**config.mk**
```make
export PLATFORM = sky130hd
export DESIGN_NAME = quasi_bidir_ports
export DESIGN_NICKNAME = d
export VERILOG_FILES = /design/src/port_pkg.sv /design/src/pin_sync_if.sv /design/src/quasi_bidir_ports.sv /design/src/pin_sync.sv
export SDC_FILE = /design/constraint.sdc
export NUM_CORES = 1
export LEC_CHECK = 0
export BUFFER_PORTS_ARGS = -buffer_cell sky130_fd_sc_hd__buf_2
export CAP_MARGIN = 30
export CORE_MARGIN = 2
export CORE_UTILIZATION = 40
export DETAILED_ROUTE_END_ITERATION = 7
export PLACE_DENSITY = 0.67
export REMOVE_ABC_BUFFERS = 1
export SYNTH_ARGS = -nofsm -noshare
export SYNTH_HDL_FRONTEND = slang
export SYNTH_SLANG_ARGS = --single-unit
```
**constraint.sdc**
```tcl
create_clock -name clock_i -period 4.2 [get_ports clock_i]
set_input_delay 0.21 -clock clock_i [delete_from_list [all_inputs] [get_ports clock_i]]
set_output_delay 0.21 -clock clock_i [all_outputs]
set_load 0.01 [all_outputs]
```
**src/port_pkg.sv**
```systemverilog
// shared constants for the four-port latch block
package port_pkg;
   localparam int unsigned PORT_W    = 8;
   localparam int unsigned NUM_PORTS = 4;
   localparam logic [1:0] PORT0_SEL  = 2'h0;
   localparam logic [1:0] PORT1_SEL  = 2'h1;
   localparam logic [1:0] PORT2_SEL  = 2'h2;
   localparam logic [1:0] PORT3_SEL  = 2'h3;
   localparam logic [7:0] LATCH_RESET = 8'hFF;
   localparam logic [7:0] BUS_CYCLE_FILL = 8'hFF;
   // port 3 bit positions of the memory strobes
   localparam int unsigned P3_WRITE_BIT = 6;
   localparam int unsigned P3_READ_BIT  = 7;
   // bit operation codes for single-bit writes
   typedef enum logic [1:0] {
      BIT_CLEAR,
      BIT_SET,
      BIT_CARRY,
      BIT_COMPL
   } bit_op_e;
endpackage : port_pkg

```
**src/pin_sync_if.sv**
```systemverilog
// carrier between the top and the pin synchroniser
`timescale 1ns/10ps
`default_nettype none
interface pin_sync_if;
   logic [31:0] raw;
   logic [31:0] synced;
   modport src (output raw, input synced);
   modport snk (input raw, output synced);
endinterface : pin_sync_if
`default_nettype wire

```
**src/quasi_bidir_ports.sv**
```systemverilog
// four port latches with drivers and read paths, ports 1-3 quasi-bidirectional
// Overview of operation
// - four ports: latch, driver, input buffer each
// - bus: port 0 low address, port 2 high
// - write strobe loads bus into port latch
// - read latch or pin, chosen by instruction
// - each line independently input or output
// - output pin follows written latch bit
// - latch one turns off pull-down driver
// - alternate function needs latch one on 1,3
// - bus cycle drives ports 0,2 from address/data
// - port 0 pulls up only on bus ones
// - read-modify-write reads the latch
// - bit writes rewrite whole latch byte
// - ports 1,3 pulled up, port 2 outside bus cycles; read one undriven
// - port 0 input floats, no pull-up
// - reset sets every latch bit to one
// - writing one returns pin to input
// - port 1 timer two and counter-array functions
// - port 3 serial, interrupt, timer inputs
// - port 3 bits 6,7 write/read strobes
// - bus cycle fills port 0 latch with ones
// - port 2 latch kept, shown when free
// - latch updates at end, pins next instruction
`timescale 1ns/10ps
`default_nettype none
module quasi_bidir_ports #(
   parameter int unsigned PORT_W = port_pkg::PORT_W
) (
   // clock and reset
   input  wire logic              clock_i,
   input  wire logic              rst_n_i,
   // cpu register access
   input  wire logic [1:0]        port_sel_i,
   input  wire logic              write_strobe_i,
   input  wire logic [PORT_W-1:0] write_data_i,
   input  wire logic              read_strobe_i,
   input  wire logic              read_latch_i,
   input  wire logic              bit_write_i,
   input  wire logic [2:0]        bit_index_i,
   input  wire port_pkg::bit_op_e bit_op_i,
   input  wire logic              carry_i,
   input  wire logic              instr_boundary_i,
   output logic [PORT_W-1:0]      read_data_o,
   output logic                   read_valid_o,
   // external bus control
   input  wire logic              page_mode_i,
   input  wire logic              bus_cycle_i,
   input  wire logic              bus_addr_phase_i,
   input  wire logic              bus_data_out_i,
   input  wire logic [PORT_W-1:0] low_addr_data_lines_i,
   input  wire logic [PORT_W-1:0] upper_address_lines_i,
   input  wire logic [PORT_W-1:0] bus_wdata_i,
   output logic [PORT_W-1:0]      bus_rdata_o,
   // port 1 alternate functions
   input  wire logic              timer_two_clock_out_i,
   input  wire logic [4:0]        counter_array_out_i,
   output logic                   timer_two_clock_pin_o,
   output logic                   timer_two_ext_input_o,
   output logic                   counter_array_clock_input_o,
   output logic [4:0]             counter_array_module_io_o,
   // port 3 alternate functions
   input  wire logic              serial_txd_i,
   input  wire logic              ext_write_strobe_n_i,
   input  wire logic              ext_read_strobe_or_addr_bit16_i,
   output logic                   serial_rxd_o,
   output logic                   ext_interrupt_zero_input_o,
   output logic                   ext_interrupt_one_input_o,
   output logic                   timer_zero_count_input_o,
   output logic                   timer_one_count_input_o,
   // port pins
   input  wire logic [PORT_W-1:0] p0_pin_i,
   input  wire logic [PORT_W-1:0] p1_pin_i,
   input  wire logic [PORT_W-1:0] p2_pin_i,
   input  wire logic [PORT_W-1:0] p3_pin_i,
   output logic [PORT_W-1:0]      p0_pin_o,
   output logic [PORT_W-1:0]      p0_pin_oe_o,
   output logic [PORT_W-1:0]      p1_pin_o,
   output logic [PORT_W-1:0]      p1_pin_oe_o,
   output logic [PORT_W-1:0]      p2_pin_o,
   output logic [PORT_W-1:0]      p2_pin_oe_o,
   output logic [PORT_W-1:0]      p3_pin_o,
   output logic [PORT_W-1:0]      p3_pin_oe_o,
   output logic [PORT_W-1:0]      p1_pullup_o,
   output logic [PORT_W-1:0]      p2_pullup_o,
   output logic [PORT_W-1:0]      p3_pullup_o
);

   ////////////////////////////////////////////////////////////////////////
   // latches

   logic [PORT_W-1:0] low_byte_bus_port_latch_reg;
   logic [PORT_W-1:0] peripheral_port_latch_reg;
   logic [PORT_W-1:0] high_byte_bus_port_latch_reg;
   logic [PORT_W-1:0] control_pins_port_latch_reg;
   logic [PORT_W-1:0] latch_sel;
   logic [PORT_W-1:0] pin_sel;
   logic [PORT_W-1:0] bit_mask;
   logic              bit_value;
   logic [PORT_W-1:0] bit_write_byte;
   logic [PORT_W-1:0] latch_next;
   logic              latch_load;

   pin_sync_if pins ();
   logic [PORT_W-1:0] p0_sync;
   logic [PORT_W-1:0] p1_sync;
   logic [PORT_W-1:0] p2_sync;
   logic [PORT_W-1:0] p3_sync;
   assign pins.raw = {p3_pin_i, p2_pin_i, p1_pin_i, p0_pin_i};
   pin_sync #(
      .WIDTH (4 * PORT_W)
   ) u_pin_sync (
      .clock_i (clock_i),
      .rst_n_i (rst_n_i),
      .bus     (pins)
   );
   assign p0_sync = pins.synced[PORT_W-1:0];
   assign p1_sync = pins.synced[2*PORT_W-1:PORT_W];
   assign p2_sync = pins.synced[3*PORT_W-1:2*PORT_W];
   assign p3_sync = pins.synced[4*PORT_W-1:3*PORT_W];

   assign latch_sel = (port_sel_i == port_pkg::PORT0_SEL) ? low_byte_bus_port_latch_reg :
                      (port_sel_i == port_pkg::PORT1_SEL) ? peripheral_port_latch_reg :
                      (port_sel_i == port_pkg::PORT2_SEL) ? high_byte_bus_port_latch_reg :
                                                            control_pins_port_latch_reg;
   assign pin_sel   = (port_sel_i == port_pkg::PORT0_SEL) ? p0_sync :
                      (port_sel_i == port_pkg::PORT1_SEL) ? p1_sync :
                      (port_sel_i == port_pkg::PORT2_SEL) ? p2_sync :
                                                            p3_sync;

   assign bit_mask = PORT_W'(1) << bit_index_i;
   always_comb begin
      case (bit_op_i)
         port_pkg::BIT_CLEAR: bit_value = 1'b0;
         port_pkg::BIT_SET:   bit_value = 1'b1;
         port_pkg::BIT_CARRY: bit_value = carry_i;
         default:             bit_value = ~|(latch_sel & bit_mask);
      endcase
   end
   assign bit_write_byte = bit_value ? (latch_sel | bit_mask) : (latch_sel & ~bit_mask);

   // byte or bit write into latch
   assign latch_load = write_strobe_i | bit_write_i;
   assign latch_next = bit_write_i ? bit_write_byte : write_data_i;

   always_ff @(posedge clock_i or negedge rst_n_i) begin
      if (!rst_n_i) begin
         low_byte_bus_port_latch_reg <= port_pkg::LATCH_RESET;
      end else if (bus_cycle_i) begin
         low_byte_bus_port_latch_reg <= port_pkg::BUS_CYCLE_FILL;
      end else if (latch_load && port_sel_i == port_pkg::PORT0_SEL) begin
         low_byte_bus_port_latch_reg <= latch_next;
      end
   end

   always_ff @(posedge clock_i or negedge rst_n_i) begin
      if (!rst_n_i) begin
         peripheral_port_latch_reg    <= port_pkg::LATCH_RESET;
         high_byte_bus_port_latch_reg <= port_pkg::LATCH_RESET;
         control_pins_port_latch_reg  <= port_pkg::LATCH_RESET;
      end else if (latch_load) begin
         // port 2 latch untouched by bus
         if (port_sel_i == port_pkg::PORT1_SEL) begin
            peripheral_port_latch_reg <= latch_next;
         end else if (port_sel_i == port_pkg::PORT2_SEL) begin
            high_byte_bus_port_latch_reg <= latch_next;
         end else if (port_sel_i == port_pkg::PORT3_SEL) begin
            control_pins_port_latch_reg <= latch_next;
         end
      end
   end

   ////////////////////////////////////////////////////////////////////////
   // read paths

   always_ff @(posedge clock_i or negedge rst_n_i) begin
      if (!rst_n_i) begin
         read_data_o  <= '0;
         read_valid_o <= 1'b0;
      end else begin
         read_valid_o <= read_strobe_i;
         if (read_strobe_i) begin
            read_data_o <= read_latch_i ? latch_sel : pin_sel;
         end
      end
   end

   // external read data from the multiplexed port
   always_ff @(posedge clock_i or negedge rst_n_i) begin
      if (!rst_n_i) begin
         bus_rdata_o <= '0;
      end else begin
         bus_rdata_o <= page_mode_i ? p2_sync : p0_sync;
      end
   end

   ////////////////////////////////////////////////////////////////////////
   // driver staging

   logic [PORT_W-1:0] p0_drv_reg;
   logic [PORT_W-1:0] p1_drv_reg;
   logic [PORT_W-1:0] p2_drv_reg;
   logic [PORT_W-1:0] p3_drv_reg;
   always_ff @(posedge clock_i or negedge rst_n_i) begin
      if (!rst_n_i) begin
         p1_drv_reg <= port_pkg::LATCH_RESET;
         p2_drv_reg <= port_pkg::LATCH_RESET;
         p3_drv_reg <= port_pkg::LATCH_RESET;
      end else if (instr_boundary_i) begin
         p1_drv_reg <= peripheral_port_latch_reg;
         p2_drv_reg <= high_byte_bus_port_latch_reg;
         p3_drv_reg <= control_pins_port_latch_reg;
      end
   end

   // bus fill also releases port 0 drivers
   always_ff @(posedge clock_i or negedge rst_n_i) begin
      if (!rst_n_i) begin
         p0_drv_reg <= port_pkg::LATCH_RESET;
      end else if (bus_cycle_i) begin
         p0_drv_reg <= port_pkg::BUS_CYCLE_FILL;
      end else if (instr_boundary_i) begin
         p0_drv_reg <= low_byte_bus_port_latch_reg;
      end
   end

   ////////////////////////////////////////////////////////////////////////
   // pin drivers

   logic [PORT_W-1:0] p1_alt;
   logic [PORT_W-1:0] p3_alt;
   logic [PORT_W-1:0] p1_level;
   logic [PORT_W-1:0] p3_level;
   logic [PORT_W-1:0] p0_bus_val;
   logic [PORT_W-1:0] p2_bus_val;
   logic              p0_bus_drive;
   logic              p2_bus_drive;
   logic [PORT_W-1:0] p0_bus_oe;
   logic [PORT_W-1:0] p2_bus_oe;

   assign p1_alt = {counter_array_out_i, 2'h3, timer_two_clock_out_i};
   // strobes on bits 6 and 7
   assign p3_alt = {ext_read_strobe_or_addr_bit16_i, ext_write_strobe_n_i, 4'hF,
                    serial_txd_i, 1'b1};
   // alternate level gated by latch one
   assign p1_level = p1_drv_reg & p1_alt;
   assign p3_level = p3_drv_reg & p3_alt;

   // bus lines replace latch on drivers
   assign p0_bus_val   = (bus_addr_phase_i || page_mode_i) ? low_addr_data_lines_i
                                                          : bus_wdata_i;
   assign p2_bus_val   = (bus_addr_phase_i || !page_mode_i) ? upper_address_lines_i
                                                           : bus_wdata_i;
   assign p0_bus_drive = bus_cycle_i && (bus_addr_phase_i || page_mode_i || bus_data_out_i);
   assign p2_bus_drive = bus_cycle_i && (bus_addr_phase_i || !page_mode_i || bus_data_out_i);
   // bus data input leaves port floating
   assign p0_bus_oe    = {PORT_W{p0_bus_drive}};
   assign p2_bus_oe    = {PORT_W{p2_bus_drive}};

   always_ff @(posedge clock_i or negedge rst_n_i) begin
      if (!rst_n_i) begin
         p1_pin_o    <= port_pkg::LATCH_RESET;
         p1_pin_oe_o <= '0;
         p3_pin_o    <= port_pkg::LATCH_RESET;
         p3_pin_oe_o <= '0;
         p1_pullup_o <= '1;
         p2_pullup_o <= '1;
         p3_pullup_o <= '1;
      end else begin
         p1_pin_o    <= p1_level;
         p1_pin_oe_o <= ~p1_level;
         p3_pin_o    <= p3_level;
         p3_pin_oe_o <= ~p3_level;
         p1_pullup_o <= p1_level;
         p2_pullup_o <= bus_cycle_i ? '0 : p2_drv_reg;
         p3_pullup_o <= p3_level;
      end
   end

   // port 0 drives ones only on bus
   // port 2 shows latch when free
   always_ff @(posedge clock_i or negedge rst_n_i) begin
      if (!rst_n_i) begin
         p0_pin_o    <= port_pkg::LATCH_RESET;
         p0_pin_oe_o <= '0;
         p2_pin_o    <= port_pkg::LATCH_RESET;
         p2_pin_oe_o <= '0;
      end else begin
         p0_pin_o    <= p0_bus_drive ? p0_bus_val : p0_drv_reg;
         p0_pin_oe_o <= bus_cycle_i ? p0_bus_oe : ~p0_drv_reg;
         p2_pin_o    <= p2_bus_drive ? p2_bus_val : p2_drv_reg;
         p2_pin_oe_o <= bus_cycle_i ? p2_bus_oe : ~p2_drv_reg;
      end
   end

   ////////////////////////////////////////////////////////////////////////
   // alternate inputs to peripherals

   always_ff @(posedge clock_i or negedge rst_n_i) begin
      if (!rst_n_i) begin
         timer_two_clock_pin_o       <= 1'b1;
         timer_two_ext_input_o       <= 1'b1;
         counter_array_clock_input_o <= 1'b1;
         counter_array_module_io_o   <= '1;
         serial_rxd_o                <= 1'b1;
         ext_interrupt_zero_input_o  <= 1'b1;
         ext_interrupt_one_input_o   <= 1'b1;
         timer_zero_count_input_o    <= 1'b1;
         timer_one_count_input_o     <= 1'b1;
      end else begin
         timer_two_clock_pin_o       <= p1_sync[0];
         timer_two_ext_input_o       <= p1_sync[1];
         counter_array_clock_input_o <= p1_sync[2];
         counter_array_module_io_o   <= p1_sync[7:3];
         serial_rxd_o                <= p3_sync[0];
         ext_interrupt_zero_input_o  <= p3_sync[2];
         ext_interrupt_one_input_o   <= p3_sync[3];
         timer_zero_count_input_o    <= p3_sync[4];
         timer_one_count_input_o     <= p3_sync[5];
      end
   end

endmodule : quasi_bidir_ports
`default_nettype wire

```
**src/pin_sync.sv**
```systemverilog
// two-stage synchroniser for all port pins
`timescale 1ns/10ps
`default_nettype none
module pin_sync #(
   parameter int unsigned WIDTH = 32
) (
   // clock and reset
   input  wire logic clock_i,
   input  wire logic rst_n_i,
   // pins
   pin_sync_if.snk   bus
);
   logic [WIDTH-1:0] stage1_reg;
   logic [WIDTH-1:0] stage2_reg;
   always_ff @(posedge clock_i or negedge rst_n_i) begin
      if (!rst_n_i) begin
         stage1_reg <= '1;
         stage2_reg <= '1;
      end else begin
         stage1_reg <= bus.raw[WIDTH-1:0];
         stage2_reg <= stage1_reg;
      end
   end
   assign bus.synced = stage2_reg;
endmodule : pin_sync
`default_nettype wire

```
======== Word level (Yosys, flattened, before mapping) ========
Cells that the tools add are included.
word-level totals
  register bits ........................... 230
  word-level logic and storage cells ...... 89
  input bits .............................. 92
  output and inout bits ................... 118
operators by class
  shifts and indexed selects .............. 1
  bitwise logic cells ..................... 13
  mux-type cells .......................... 22
  reduce and logical (&&, ||, !) cells .... 17
  equal/unequal tests ..................... 5
operator list
  cell                 number
  $mux 8               21
  $not 8->8            5
  $and 8x8->8          4
  $or 8x8->8           1
  $reduce_or 8->1      1
  $shl 1x3->8 const A  1
  $eq 2x2->1 const B   3
  $eq 2x1->1 const B   2
  $logic_not 2->1      2
  $logic_or 1x1->1     4
  $reduce_and 4->1     1
  $reduce_bool 2->1    2
  $logic_and 1x1->1    3
  $pmux 1 s3           1
  $reduce_and 3->1     1
  $logic_not 1->1      2
  $not 1->1            2
  $reduce_and 2->1     1
  $or 1x1->1           1

======== Longest topological paths before layout ========
  depth after elaboration ................. 12
  mapped depth ............................ 10
  depth with buffers taken out ............ 7

======== By module ========
A second synthesis with hierarchy kept.
second synthesis, totals
  cells, all modules ...................... 684
  area, all modules ....................... 8,928.6 um2
modules (own cells, without submodules)
  module             instances  area each (um2)  cells an instance
  quasi_bidir_ports  1          7,247.0          620
  pin_sync           1          1,681.6          64

======== Worst setup path after synthesis ========
OpenSTA, ideal clock, no wires.
  path kind ............................... input-to-reg
  start point ............................. input port port_sel_i[1]
  end point ............................... register low_byte_bus_port_latch_reg[5]
  data arrival time ....................... 2,067 ps
  path slack .............................. 2,050 ps
  library setup time ...................... 83 ps
  data required time ...................... 4,117 ps
  stages on the path ...................... 10
  path through ............................ inv_1 ha_1 buf_4 or2_1 buf_6 o2111a_1 nor4_2 nand2_2 buf_6 a41oi_1
between the ends
  word-level cells in the longest chain between the ends .. 12
  elaborated cells on any way between the ends .. 18
  classes of those cells .................. eq/ne (2); mux (8); bitwise (3); reduce/logical (5)
RTL lines
  item                    RTL line                  RTL
  start: declaration      quasi_bidir_ports.sv:34   input wire logic [1:0] port_sel_i,
  $eq 2x2->1              quasi_bidir_ports.sv:124  (port_sel_i == port_pkg::PORT2_SEL) ? high_byte_bus_port_latch_reg :
  $mux 8                  quasi_bidir_ports.sv:124
  $mux 8                  quasi_bidir_ports.sv:123  (port_sel_i == port_pkg::PORT1_SEL) ? peripheral_port_latch_reg :
  $mux 8                  quasi_bidir_ports.sv:122  assign latch_sel = (port_sel_i == port_pkg::PORT0_SEL) ? low_byte_bus_port_latch_reg :
  $and 8x8->8             quasi_bidir_ports.sv:137  default: bit_value = ~|(latch_sel & bit_mask);
  $reduce_or 8->1         quasi_bidir_ports.sv:137
  $logic_not 1->1         quasi_bidir_ports.sv:137
  $pmux 1 s3              quasi_bidir_ports.sv:133  case (bit_op_i)
  $mux 8                  quasi_bidir_ports.sv:140  assign bit_write_byte = bit_value ? (latch_sel | bit_mask) : (latch_sel & ~bit_mask);
  $mux 8                  quasi_bidir_ports.sv:144  assign latch_next = bit_write_i ? bit_write_byte : write_data_i;
  $mux 8                  quasi_bidir_ports.sv:151  end else if (latch_load && port_sel_i == port_pkg::PORT0_SEL) begin
  $mux 8                  quasi_bidir_ports.sv:149  end else if (bus_cycle_i) begin
  end signal: assignment  quasi_bidir_ports.sv:148  low_byte_bus_port_latch_reg <= port_pkg::LATCH_RESET;
  end signal: assignment  quasi_bidir_ports.sv:150  low_byte_bus_port_latch_reg <= port_pkg::BUS_CYCLE_FILL;
  end signal: assignment  quasi_bidir_ports.sv:152  low_byte_bus_port_latch_reg <= latch_next;
  end: declaration        quasi_bidir_ports.sv:92   logic [PORT_W-1:0] low_byte_bus_port_latch_reg;
Parallel ways exist; a longest one is shown, timed or not. The select of a mux whose other input is x is not followed.
A chain may end at the register's enable or synchronous reset.

======== Worst setup path in the final report ========
  start point ............................. input port port_sel_i[1]
  end point ............................... register peripheral_port_latch_reg[1]
between the ends
  word-level cells in the longest chain between the ends .. 10
  elaborated cells on any way between the ends .. 15
  classes of those cells .................. eq/ne (2); mux (6); bitwise (3); reduce/logical (4)
RTL lines
  item                    RTL line                  RTL
  $eq 2x2->1              quasi_bidir_ports.sv:124
  $mux 8                  quasi_bidir_ports.sv:124
  $mux 8                  quasi_bidir_ports.sv:123
  $mux 8                  quasi_bidir_ports.sv:122
  $and 8x8->8             quasi_bidir_ports.sv:137
  $reduce_or 8->1         quasi_bidir_ports.sv:137
  $logic_not 1->1         quasi_bidir_ports.sv:137
  $pmux 1 s3              quasi_bidir_ports.sv:133
  $mux 8                  quasi_bidir_ports.sv:140
  $mux 8                  quasi_bidir_ports.sv:144
  end signal: assignment  quasi_bidir_ports.sv:158  peripheral_port_latch_reg <= port_pkg::LATCH_RESET;
  end signal: assignment  quasi_bidir_ports.sv:164  peripheral_port_latch_reg <= latch_next;
  end: declaration        quasi_bidir_ports.sv:93   logic [PORT_W-1:0] peripheral_port_latch_reg;
Parallel ways exist; a longest one is shown, timed or not.

==> flow_summary.json <==
{
  "ant_nets": 0,
  "hold_viol": 0,
  "synthFlopType": "dfstp_2",
  "fin_skew_ps": 17.8,
  "synth_compound_area_frac": 0.120,
  "dp.cells": 1150,
  "areaGrowthSynthToFinish_pct": 27.7,
  "avgSynthCellArea_sq_um": 12.8,
  "arrival_ps": 3070,
  "combPwrFrac": 0.142,
  "rsz0062_at_grt": "false",
  "crit_path_max_incr_delay_ps": 730,
  "period_share": 0.637,
  "ys_ff_latch": 230,
  "synthDistinctLibCells": 44,
  "hp-class": "primary input to flip-flop",
  "startpoint_type": "primary input",
  "p_seq_frac": 0.474,
  "path_cells": "buf_2 > inv_1 > ha_1 > nor2_1 > a2111oi_0 > nor4_2 > a211oi_2 > a221oi_1",
  "vias": 6246,
  "cts_tree": "yes",
  "grt_pass1_vias": 6155,
  "seq_area_frac_synth": 0.661,
  "instances_no_fill": 1244,
  "yosys_warnings": 0,
  "cts_buffers": 25,
  "p_total_mw": 5.96,
  "synthCells": 706,
  "crit_required_ps": 4600,
  "final_max_slew_viol_count": 0,
  "synth-xor-area-share": 0,
  "htreeDepth": 1,
  "start_util": 0.403,
  "crit_slowest_cell": "ha_1",
  "synthArstFlopShare": 1.00,
  "synth-simple-area-share": 0.0936,
  "overflow": 0,
  "synthAdderAreaFrac": 0.00553,
  "cts_root_buf": "clkbuf_16",
  "synth-edff-count": 0,
  "coreArea_sq_um": 22400,
  "drt-wirelength-per-cell_microns": 16.6,
  "tightestPinTransition_ps": 943,
  "netlist_area_sq_um": 9050,
  "die_y_microns": 154,
  "peakVddDrop_mv": 0.337,
  "die-area_sq_um": 23800,
  "fmax_ghz": 0.374,
  "grt_max_degree": 129,
  "tns_ps": 0,
  "finalSetupViolations": 0,
  "clk_path_buf_depth": 3,
  "dpl_cell_area_sq_um": 10200,
  "hold_buffers": 47,
  "worst_skew_pair.late_latency_ps": 510,
  "place_congestion": 0.849,
  "antenna_found_initial": 4,
  "avgViaCountPerCell": 5.02,
  "cts_setup_buffers": 0,
  "drtPass1Iterations": 6,
  "final_util": 0.515,
  "p_per_area_nw_per_um2": 516,
  "final_nets": 1035,
  "grt_pass1_wl_mm": 32.8,
  "finalCriticalPeriod_ps": 2670,
  "worstPathMaxFanout": 28,
  "status": "finished clean",
  "drive_gt1_frac": 0.509,
  "power.share.switching": 0.250,
  "relSlewSlack": 0.369,
  "rows": 55,
  "worstSetupPathType": "primary input to flip-flop",
  "portBuffers": 209,
  "cts.sinks": 230,
  "io_pins": 210,
  "end_kind": "flip-flop",
  "clk_pin_slew_worst_paths_ps": 60,
  "die_x_microns": 154,
  "p_int_mw": 4.47,
  "fin_area_sq_um": 11600,
  "drc_errors": 0,
  "post_cts_resized": 0,
  "p_switching_mw": 1.49,
  "wl_mm": 20.6,
  "synth_top_family_by_area": "compound AO/OA/AOI/OAI gates",
  "synthMuxAreaShare": 0.0682,
  "drt_iter0_markers": 300,
  "leakagePower_nw": 5.05,
  "grtUsageTotal": 0.171,
  "power_frac_clock": 0.385,
  "drv_cap": 0,
  "hpwl_mm": 14.0
}
metrics by stage:
step | hold slack [ps] | setup WS [ps]
3_5_place_dp | 316 | 967
4_1_cts | 1.96 | 1520
3_3_place_gp | 315 | 1110
6_report | 20.3 | 1530
5_1_grt | 26.1 | 1310
2_1_floorplan | -85.6 | 1690
area by class of cell:
cell class	count	area (sq um)
Clock buffer	32	662
Clock inverter	13	205
Inverter	43	161
Multi-Input combinational cell	378	2610
Antenna cell	2	5.00
Timing Repair Buffer	261	1580
Sequential cell	230	5980
Fill cell	1917	10900
Tap cell	285	357
cells in the mapped netlist, types with 9 or more instances:
| cell | n | area share |
|---|---|---|
| dfstp_2 | 181 | 0.53 |
| dfrtp_1 | 49 | 0.14 |
| inv_1 | 43 | 0.018 |
| nand2_1 | 42 | 0.017 |
| o21ai_0 | 40 | 0.022 |
| mux2_2 | 37 | 0.046 |
| nor2_1 | 29 | 0.012 |
| nor2b_1 | 29 | 0.020 |
| a21oi_1 | 24 | 0.013 |
| clkbuf_1 | 22 | 0.0091 |
| mux2i_1 | 20 | 0.022 |
| buf_4 | 18 | 0.015 |
| a221oi_1 | 16 | 0.015 |
| nor3_1 | 16 | 0.0089 |
| nand2b_1 | 13 | 0.0090 |
| a211o_1 | 12 | 0.012 |
| o211ai_1 | 12 | 0.010 |
| buf_1 | 9 | 0.0037 |
| o31ai_1 | 9 | 0.0075 |
| or3b_2 | 9 | 0.0087 |
final timing paths:
kind / startpoint / to / slack [ps] / cells past startpoint
min reg2reg: u_pin_sync.stage1_reg[25]$_DFF_PN1_ / u_pin_sync.bus.synced[25]$_DFF_PN1_ / 350 / 0
min: bus_wdata_i[0] / p2_pin_o[0]$_DFF_PN1_ / 20 / 3
max: port_sel_i[1] / peripheral_port_latch_reg[1]$_DFFE_PN1P_ / 1530 / 8
max in group asynchronous: rst_n_i / u_pin_sync.bus.synced[15]$_DFF_PN1_ / 2760 / 3
max reg2reg: high_byte_bus_port_latch_reg[6]$_DFFE_PN1P_ / peripheral_port_latch_reg[1]$_DFFE_PN1P_ / 1800 / 5
min in group asynchronous: rst_n_i / p2_pin_oe_o[2]$_DFF_PN0_ / 400 / 2
power by group through the flow:
stage               combinational, mW  sequential [mW]  clock (mW)
floorplan                       0.363             2.89           0
global placement                0.796             2.85           0
detailed placement              0.813             2.86           0
CTS                             0.850             2.83        2.36
global route                    0.936             2.86        2.46
finish                          0.843             2.82        2.29
metal layers:
layer  wire [microns]  global-route usage  vias up
li1                 -                   -     2936
met1             8860               0.223     3030
met2             9720               0.284      229
met3             1590              0.0479       47
met4              445              0.0445        4
met5               21                   0        -
critical path: cells and delay by family:
family / cells / cell delay, ps
buffers and inverters: 2 / 180
AND/OR/NAND/NOR: 2 / 460
AO/OA/AOI/OAI: 3 / 1470
adder cells (fa/ha/maj): 1 / 730
cell usage in the layout, fill, tap and decap left out, drive strengths merged, types with 2 or more instances in the layout:
| master | Yosys | final |
|---|---|---|
| o2111a | 4 | 4 |
| clkbuf | 22 | 32 |
| dfstp | 181 | 181 |
| or3b | 9 | 9 |
| nor4 | 2 | 2 |
| dlygate4sd3 | 0 | 47 |
| nor2b | 29 | 29 |
| nand2 | 43 | 43 |
| o21ai | 41 | 41 |
| nor2 | 29 | 29 |
| mux2i | 20 | 20 |
| mux2 | 37 | 37 |
| nand3b | 3 | 3 |
| a211o | 12 | 12 |
| clkinv | 0 | 5 |
| o32ai | 8 | 8 |
| o22ai | 8 | 8 |
| a31oi | 8 | 8 |
| bufinv | 0 | 5 |
| and3 | 2 | 2 |
| and3b | 2 | 2 |
| a221oi | 16 | 16 |
| dfrtp | 49 | 49 |
| a211oi | 2 | 2 |
| or2 | 2 | 2 |
| nand2b | 13 | 13 |
| o31ai | 9 | 9 |
| a2111oi | 4 | 4 |
| nor3 | 16 | 16 |
| ha | 4 | 4 |
| a41oi | 8 | 8 |
| inv | 43 | 46 |
| buf | 33 | 214 |
| diode | 0 | 2 |
| o211ai | 12 | 12 |
| a21oi | 24 | 24 |
| nor3b | 6 | 6 |
logic make-up (layout without fill, tap and decap cells):
| family | count (synthesis) | in the layout |
|---|---|---|
| adder cells (fa/ha/maj) | 4 | 4 |
| AO/OA/AOI/OAI | 158 | 158 |
| flip-flops | 230 | 230 |
| AND/OR/NAND/NOR | 159 | 159 |
| buffers and inverters | 98 | 349 |
| multiplexers | 57 | 57 |
| other | 0 | 2 |
Power figures use the tool's default switching activity.
